`config.mk`:
```
export PLATFORM = sky130hd
export DESIGN_NAME = serial_adc_mux_sequencer
export DESIGN_NICKNAME = d
export VERILOG_FILES = /design/src/hdl/adc_seq_pkg.sv /design/src/hdl/serial_adc_mux_sequencer.sv
export SDC_FILE = /design/constraint.sdc
export NUM_CORES = 1
export LEC_CHECK = 0
export BUFFER_PORTS_ARGS = -buffer_cell sky130_fd_sc_hd__buf_2
export CAP_MARGIN = 10
export CORE_MARGIN = 4
export CORE_UTILIZATION = 40
export DETAILED_ROUTE_END_ITERATION = 10
export PLACE_DENSITY = 0.57
export SYNTH_ARGS = -nofsm -noshare
export SYNTH_HDL_FRONTEND = slang
export SYNTH_SLANG_ARGS = --single-unit
```
`constraint.sdc`:
```
create_clock -name core_clk -period 5.91 [get_ports core_clk]
set_input_delay 0.591 -clock core_clk [delete_from_list [all_inputs] [get_ports core_clk]]
set_output_delay 0.591 -clock core_clk [all_outputs]
set_load 0.05 [all_outputs]
```
`src/hdl/adc_seq_pkg.sv`:
```
// shared constants and types for the serial converter sequencer
package adc_seq_pkg;

  // assignment word lengths per variant
  localparam logic [2:0] WORD_LEN_FOUR = 3'h3;
  localparam logic [2:0] WORD_LEN_EIGHT = 3'h4;

  // result width and bit counter end
  localparam int RESULT_BITS = 8;
  localparam logic [3:0] BIT_CNT_LAST = 4'h8;
  localparam logic [7:0] TRIAL_MSB = 8'h80;

  // lsb-first readout index end
  localparam logic [2:0] LSB_IDX_LAST = 3'h7;

  // depth of the result buffer
  localparam int RESULT_BUF_DEPTH = 2;

  // reset values
  localparam logic [3:0] WORD_RESET = 4'h0;
  localparam logic [7:0] SAR_RESET = 8'h00;

  typedef enum logic [5:0] {
    ST_IDLE = 6'h01,
    ST_ADDR = 6'h02,
    ST_SETTLE = 6'h04,
    ST_CONV = 6'h08,
    ST_LSB = 6'h10,
    ST_DONE = 6'h20
  } seq_state_t;

  // analog multiplexer steering
  typedef struct packed {
    logic differential;
    logic neg_shared;
    logic [2:0] pos_ch;
    logic [2:0] neg_ch;
  } mux_sel_t;

  localparam mux_sel_t MUX_SEL_RESET = '{1'b0, 1'b0, 3'h0, 3'h0};

  // finished conversion as handed to the core side
  typedef struct packed {
    logic [2:0] pos_ch;
    logic [7:0] value;
  } result_t;

endpackage : adc_seq_pkg

```
`src/hdl/serial_adc_mux_sequencer.sv`:
```
// digital sequencer of a serial 8-bit converter with input multiplexer
`timescale 1ns/1ps

module serial_adc_mux_sequencer #(
  parameter bit EIGHT_INPUT = 1'b1,
  parameter int BUF_DEPTH = adc_seq_pkg::RESULT_BUF_DEPTH
) (
  input wire logic core_clk,
  input wire logic rstn,
  input wire logic select_active_low,
  input wire logic serial_in,
  input wire logic lsb_order_strobe_n,
  input wire logic comp_above,
  input wire logic pos_below_neg,
  output logic [7:0] ladder_trial,
  output adc_seq_pkg::mux_sel_t mux_sel,
  output logic serial_out,
  output logic serial_out_oe,
  output logic conversion_active_flag,
  output logic conversion_active_oe,
  output adc_seq_pkg::result_t result_data,
  output logic result_valid,
  input wire logic result_ready
);

  localparam logic [2:0] WORD_LEN = EIGHT_INPUT ?
    adc_seq_pkg::WORD_LEN_EIGHT : adc_seq_pkg::WORD_LEN_FOUR;
  localparam int PTR_W = (BUF_DEPTH > 1) ? $clog2(BUF_DEPTH) : 1;
  localparam logic [PTR_W-1:0] PTR_LAST = PTR_W'(BUF_DEPTH - 1);
  localparam logic [PTR_W:0] BUF_FULL = (PTR_W + 1)'(BUF_DEPTH);

  adc_seq_pkg::seq_state_t st_q, st_d;
  logic [3:0] word_q;
  logic [3:0] word_d;
  logic [2:0] acnt_q;
  logic [3:0] bcnt_q;
  logic [7:0] sar_q;
  logic [2:0] lidx_q;
  logic dout_q;
  logic doe_q;
  logic act_q;
  adc_seq_pkg::mux_sel_t mux_q;
  adc_seq_pkg::mux_sel_t mux_d;

  // state decode
  wire sel_clr = select_active_low;
  wire in_idle = (st_q == adc_seq_pkg::ST_IDLE);
  wire in_addr = (st_q == adc_seq_pkg::ST_ADDR);
  wire in_settle = (st_q == adc_seq_pkg::ST_SETTLE);
  wire in_conv = (st_q == adc_seq_pkg::ST_CONV);
  wire in_lsb = (st_q == adc_seq_pkg::ST_LSB);

  // addressing
  wire start_seen = in_idle & serial_in;
  wire addr_shift = in_addr & (acnt_q < WORD_LEN);
  wire addr_full = in_addr & (acnt_q >= WORD_LEN - 3'h1);
  wire buf_in_ready;
  // a full result buffer stalls the start, so no result is dropped
  wire go = addr_full & buf_in_ready;

  assign word_d = addr_shift ? {word_q[2:0], serial_in} : word_q;

  // word fields, first shifted bit is the mode bit
  wire w_sgl = EIGHT_INPUT ? word_d[3] : word_d[2];
  wire w_odd = EIGHT_INPUT ? word_d[2] : word_d[1];
  wire w_hi = EIGHT_INPUT ? word_d[1] : word_d[0];
  wire w_lo = EIGHT_INPUT ? word_d[0] : 1'b1;
  wire [1:0] w_pair = EIGHT_INPUT ? {w_hi, w_lo} : {1'b0, w_hi};

  always_comb begin
    mux_d.differential = ~w_sgl;
    mux_d.neg_shared = w_sgl & EIGHT_INPUT;
    mux_d.pos_ch = {w_pair, w_odd};
    mux_d.neg_ch = {w_pair, ~w_odd};
  end

  // successive approximation
  wire deciding = (in_settle | in_conv) &
    (bcnt_q < adc_seq_pkg::BIT_CNT_LAST);
  wire [7:0] trial_bit = adc_seq_pkg::TRIAL_MSB >> bcnt_q;
  // a reversed input pair can never beat the ladder
  wire bit_dec = comp_above & ~pos_below_neg;
  wire conv_end = in_conv & (bcnt_q == adc_seq_pkg::BIT_CNT_LAST);
  wire [2:0] shown_idx = 3'(adc_seq_pkg::BIT_CNT_LAST - bcnt_q);

  // lsb-first readout; four-input shares bit 0 with the msb stream
  wire lsb_adv = EIGHT_INPUT ? (in_lsb & ~lsb_order_strobe_n) :
    (in_lsb | conv_end);
  wire lsb_end = in_lsb & lsb_adv & (lidx_q == adc_seq_pkg::LSB_IDX_LAST);
  wire [2:0] lidx_nx = lidx_q + 3'h1;

  always_comb begin
    st_d = st_q;
    case (st_q)
      adc_seq_pkg::ST_IDLE: begin
        if (start_seen) st_d = adc_seq_pkg::ST_ADDR;
      end
      adc_seq_pkg::ST_ADDR: begin
        if (go) st_d = adc_seq_pkg::ST_SETTLE;
      end
      adc_seq_pkg::ST_SETTLE: begin
        st_d = adc_seq_pkg::ST_CONV;
      end
      adc_seq_pkg::ST_CONV: begin
        if (conv_end) st_d = adc_seq_pkg::ST_LSB;
      end
      adc_seq_pkg::ST_LSB: begin
        if (lsb_end) st_d = adc_seq_pkg::ST_DONE;
      end
      adc_seq_pkg::ST_DONE: begin
        st_d = adc_seq_pkg::ST_DONE;
      end
      default: begin
        st_d = adc_seq_pkg::ST_IDLE;
      end
    endcase
  end

  // deselect clears everything on the serial side
  always_ff @(posedge core_clk or negedge rstn) begin
    if (!rstn) begin
      st_q <= adc_seq_pkg::ST_IDLE;
    end else if (sel_clr) begin
      st_q <= adc_seq_pkg::ST_IDLE;
    end else begin
      st_q <= st_d;
    end
  end

  always_ff @(posedge core_clk or negedge rstn) begin
    if (!rstn) begin
      word_q <= adc_seq_pkg::WORD_RESET;
      acnt_q <= 3'h0;
    end else if (sel_clr || in_idle) begin
      word_q <= adc_seq_pkg::WORD_RESET;
      acnt_q <= 3'h0;
    end else if (addr_shift) begin
      word_q <= word_d;
      acnt_q <= acnt_q + 3'h1;
    end
  end

  always_ff @(posedge core_clk or negedge rstn) begin
    if (!rstn) begin
      mux_q <= adc_seq_pkg::MUX_SEL_RESET;
      act_q <= 1'b0;
    end else if (sel_clr) begin
      mux_q <= adc_seq_pkg::MUX_SEL_RESET;
      act_q <= 1'b0;
    end else if (go) begin
      mux_q <= mux_d;
      act_q <= 1'b1;
    end else if (conv_end) begin
      act_q <= 1'b0;
    end
  end

  always_ff @(posedge core_clk or negedge rstn) begin
    if (!rstn) begin
      sar_q <= adc_seq_pkg::SAR_RESET;
      bcnt_q <= 4'h0;
    end else if (sel_clr || go) begin
      sar_q <= adc_seq_pkg::SAR_RESET;
      bcnt_q <= 4'h0;
    end else if (deciding) begin
      sar_q <= bit_dec ? (sar_q | trial_bit) : sar_q;
      bcnt_q <= bcnt_q + 4'h1;
    end
  end

  always_ff @(posedge core_clk or negedge rstn) begin
    if (!rstn) begin
      dout_q <= 1'b0;
      doe_q <= 1'b0;
      lidx_q <= 3'h0;
    end else if (sel_clr) begin
      dout_q <= 1'b0;
      doe_q <= 1'b0;
      lidx_q <= 3'h0;
    end else if (go) begin
      dout_q <= 1'b0;
      doe_q <= 1'b1;
      lidx_q <= 3'h0;
    end else if (deciding) begin
      dout_q <= bit_dec;
    end else if (lsb_end) begin
      dout_q <= 1'b0;
    end else if (lsb_adv) begin
      dout_q <= sar_q[lidx_nx];
      lidx_q <= lidx_nx;
    end
  end

  // two-entry result buffer toward the core side
  adc_seq_pkg::result_t buf_mem [BUF_DEPTH];
  logic [PTR_W-1:0] wp_q;
  logic [PTR_W-1:0] rp_q;
  logic [PTR_W:0] cnt_q;
  wire push = conv_end & ~sel_clr;
  wire pop = result_valid & result_ready;
  wire [PTR_W-1:0] wp_nx = (wp_q == PTR_LAST) ? '0 : wp_q + 1'b1;
  wire [PTR_W-1:0] rp_nx = (rp_q == PTR_LAST) ? '0 : rp_q + 1'b1;

  assign buf_in_ready = (cnt_q != BUF_FULL);
  assign result_valid = (cnt_q != '0);
  assign result_data = buf_mem[rp_q];

  always_ff @(posedge core_clk) begin
    if (push) buf_mem[wp_q] <= '{mux_q.pos_ch, sar_q};
  end

  always_ff @(posedge core_clk or negedge rstn) begin
    if (!rstn) begin
      wp_q <= '0;
      rp_q <= '0;
      cnt_q <= '0;
    end else begin
      if (push) wp_q <= wp_nx;
      if (pop) rp_q <= rp_nx;
      cnt_q <= cnt_q + (PTR_W + 1)'(push) - (PTR_W + 1)'(pop);
    end
  end

  // outputs
  assign ladder_trial = sar_q | trial_bit;
  assign mux_sel = mux_q;
  assign serial_out = dout_q;
  assign serial_out_oe = doe_q;
  assign conversion_active_flag = act_q;
  assign conversion_active_oe = ~select_active_low;
endmodule : serial_adc_mux_sequencer

```
==> flow_metrics.tcl <==
set metrics [dict create \
    startpoint_type "flop" \
    drc 0 \
    ys.flop_type "dfrtp_1" \
    final.setup.tns_ns 0 \
    fillers 668 \
    overflow 0 \
    vdd.ir_drop.worst_v 0.0000991 \
    gp_congestion 0.801 \
    power_density_nw_per_um2 322 \
    finalHoldViolations 0 \
    synth_nets 251 \
    period_needed_ns 2.68 \
    synth_area_um2 2900 \
    vias 1892 \
    syn-instance-count 231 \
    layout.nets 294 \
    finClkSkew_ns 0.00734 \
    setup_violations 0 \
    design_area_um2 3380 \
    end_kind "flop" \
    clk_latency_ns 0.34 \
    crit_arrival_ns 2.63 \
    leakagePower_nw 1.54 \
    drv_slew 0 \
    post_cts_buffers 0 \
    area_growth_pct 16.6 \
    postCtsResizedCells 0 \
    htreeDepth 3 \
    relSlewSlack_pct 38.4 \
    clockBufferDepth 2 \
    die_w_um 93.1 \
    reg2reg_depth 3 \
    synth_edf_count 22 \
    total_power_mw 1.09 \
    async_reset_ff_share_pct 65.1 \
    rrSetupSlack_ns 3.23 \
    row_count 30 \
    path_class "reg2reg" \
    clk_pin_slew_worst_paths_ns 0.07 \
    drt_iter0_markers 81 \
    cts_buffers 9 \
    dieArea_um2 8670 \
    ys_warn_count 0 \
    status "finished clean" \
    firstDrtPassIters 4 \
    postPlaceCellArea_um2 3170 \
    antenna_cells 0 \
    die_y_um 93.1 \
    drtAntennaViolNets 0 \
    maxCapViolations 0 \
    ios 40 \
    wirelength_um 5790 \
    required_ns 5.87 \
    cp_max_fo 11 \
    synth_area_per_cell_um2 12.5 \
    max_freq_ghz 0.374 \
    synth-seq-cells 63 \
    grt_pass1_wl_um 10000 \
    dp_hpwl_um 4170 \
    antenna_found_initial 0 \
    hold_path.class "in2async" \
    hold_buffers 0 \
    grt_max_degree 42 \
    grt_setup_unrepaired "false" \
    wl_per_cell_um 15.4 \
    finalCritPeriodShare_pct 45.3 \
    cts_tree "yes" \
    cts-root-buf "clkbuf_8" \
    start_util_pct 42.0 \
    via_per_inst 5.05 \
    ys_seq_area_share_pct 58.2 \
    tightest_slew_ns 0.921 \
    track_usage_pct 15.1 \
    port-buffer-count 39 \
    place_inst 359 \
    fin_cells 375 \
    first_global_vias 1902 \
    cts_sinks 63 \
    synthDistinctLibCells 46 \
    drive_above_1_share_pct 27.6 \
    core_area_um2 6910 \
]
-- synth_stat cells, types with 3 or more instances --
| cell | n | area (um^2) |
|---|---|---|
| inv_1 | 9 | 33.8 |
| nor3_1 | 4 | 20.0 |
| a21o_1 | 10 | 75.1 |
| a31oi_1 | 8 | 50.1 |
| ha_1 | 12 | 150 |
| a21oi_1 | 7 | 35.0 |
| dfrtp_1 | 40 | 1000 |
| mux2_2 | 12 | 135 |
| or4_1 | 3 | 22.5 |
| xnor2_1 | 8 | 70.1 |
| or3_1 | 3 | 18.8 |
| a211oi_1 | 4 | 30.0 |
| nor3_2 | 3 | 30.0 |
| nor2_1 | 31 | 116 |
| o21ai_0 | 8 | 40.0 |
| mux2i_1 | 8 | 80.1 |
| edfxtp_1 | 22 | 661 |
| nand2_1 | 3 | 11.3 |
-- cells in the final DEF (no fill, tap or decap), drive strengths merged, types with 2 or more instances in the layout --
| master | Yosys | layout |
|---|---|---|
| nor3 | 7 | 7 |
| a21o | 10 | 10 |
| ha | 12 | 12 |
| mux2i | 8 | 8 |
| a21oi | 7 | 7 |
| inv | 9 | 9 |
| clkinv | 0 | 2 |
| buf | 5 | 39 |
| nor2b | 2 | 2 |
| or3b | 2 | 2 |
| or3 | 3 | 3 |
| nand4 | 2 | 2 |
| xnor2 | 8 | 8 |
| mux2 | 12 | 12 |
| clkbuf | 2 | 12 |
| mux4 | 2 | 2 |
| a31oi | 8 | 8 |
| a211oi | 4 | 4 |
| or2 | 2 | 2 |
| dfrtp | 40 | 40 |
| o21ai | 8 | 8 |
| edfxtp | 22 | 22 |
| or4 | 4 | 4 |
| nand2 | 4 | 4 |
| bufinv | 0 | 2 |
| and3 | 2 | 2 |
| nor2 | 31 | 31 |
| nor4 | 2 | 2 |
| nand2b | 2 | 2 |
-- critical path, cell delays in order (launching register included) --
cell,delay (ns)
dfrtp_1,0.45
or4_1,0.64
or3_1,0.46
nor2_1,0.74
-- area by class of cell --
type / instances / area [um^2] / area share, %
Clock buffer: 12 / 145 / 4.29
Clock inverter: 4 / 70.1 / 2.07
Inverter: 9 / 33.8 / 0.999
Multi-Input combinational cell: 152 / 1130 / 33.4
Sequential cell: 63 / 1690 / 49.9
Tap cell: 96 / 120 / 3.55
Timing Repair Buffer: 39 / 195 / 5.77
-- flip-flops by register name, indices dropped and copies added (netlist names) --
| register | count |
|---|---|
| cnt_q | 2 |
| wp_q | 1 |
| sar_q | 8 |
| conversion_active_flag | 1 |
| bcnt_q | 4 |
| serial_out | 1 |
| st_q | 6 |
| buf_mem | 22 |
| acnt_q | 3 |
| rp_q | 1 |
| word_q | 4 |
| lidx_q | 3 |
| serial_out_oe | 1 |
| mux_sel | 6 |
-- routing by layer --
layer / global-route usage (%) / share of wire [%]
met5: 0 / 0
met4: 6.96 / 1.8
met3: 4.18 / 3.9
met2: 22.9 / 47
met1: 20.2 / 47
-- stage by stage --
| stage | hold slack (ns) | utilization, % | setup slack (ns) |
|---|---|---|---|
| after global placement | 0.468 | 45.8 | 3.28 |
| after detailed placement | 0.472 | 45.8 | 3.21 |
| after global routing | 0.446 | 48.9 | 3.03 |
| final | 0.372 | 48.9 | 3.23 |
| after CTS | 0.409 | 48.9 | 3.20 |
| after floorplan | 0.295 | - | 3.55 |
-- worst paths after layout --
kind                           from             end
max in group asynchronous      rstn        sar_q[3]
min in group core_clk      cnt_q[1]        cnt_q[1]
hold / removal                 rstn        sar_q[4]
setup / recovery            st_q[1]  buf_mem[1][10]
hold reg to reg            cnt_q[1]        cnt_q[1]
setup reg to reg            st_q[1]  buf_mem[1][10]
-- power breakdown --
group | internal [mW] | leakage (nW) | switching [mW] | total [mW]
Combinational | 0.0647 | 0.662 | 0.132 | 0.196
Sequential | 0.463 | 0.763 | 0.0231 | 0.486
Clock | 0.248 | 0.110 | 0.160 | 0.408
-- cell families (layout without fill, tap and decap cells) --
group                      Yosys count  count (layout)  synth area share, %
DFF                                 63              63                 58.2
buffers and inverters               16              64                 2.85
xor gates and xnor gates             9               9                 2.72
and+or+nand+nor                     65              65                 12.0
AOI/OAI and AO/OA                   44              44                 10.1
muxes                               22              22                 8.98
adders and majority gates           12              12                 5.18
Power figures use the tool's default switching activity.
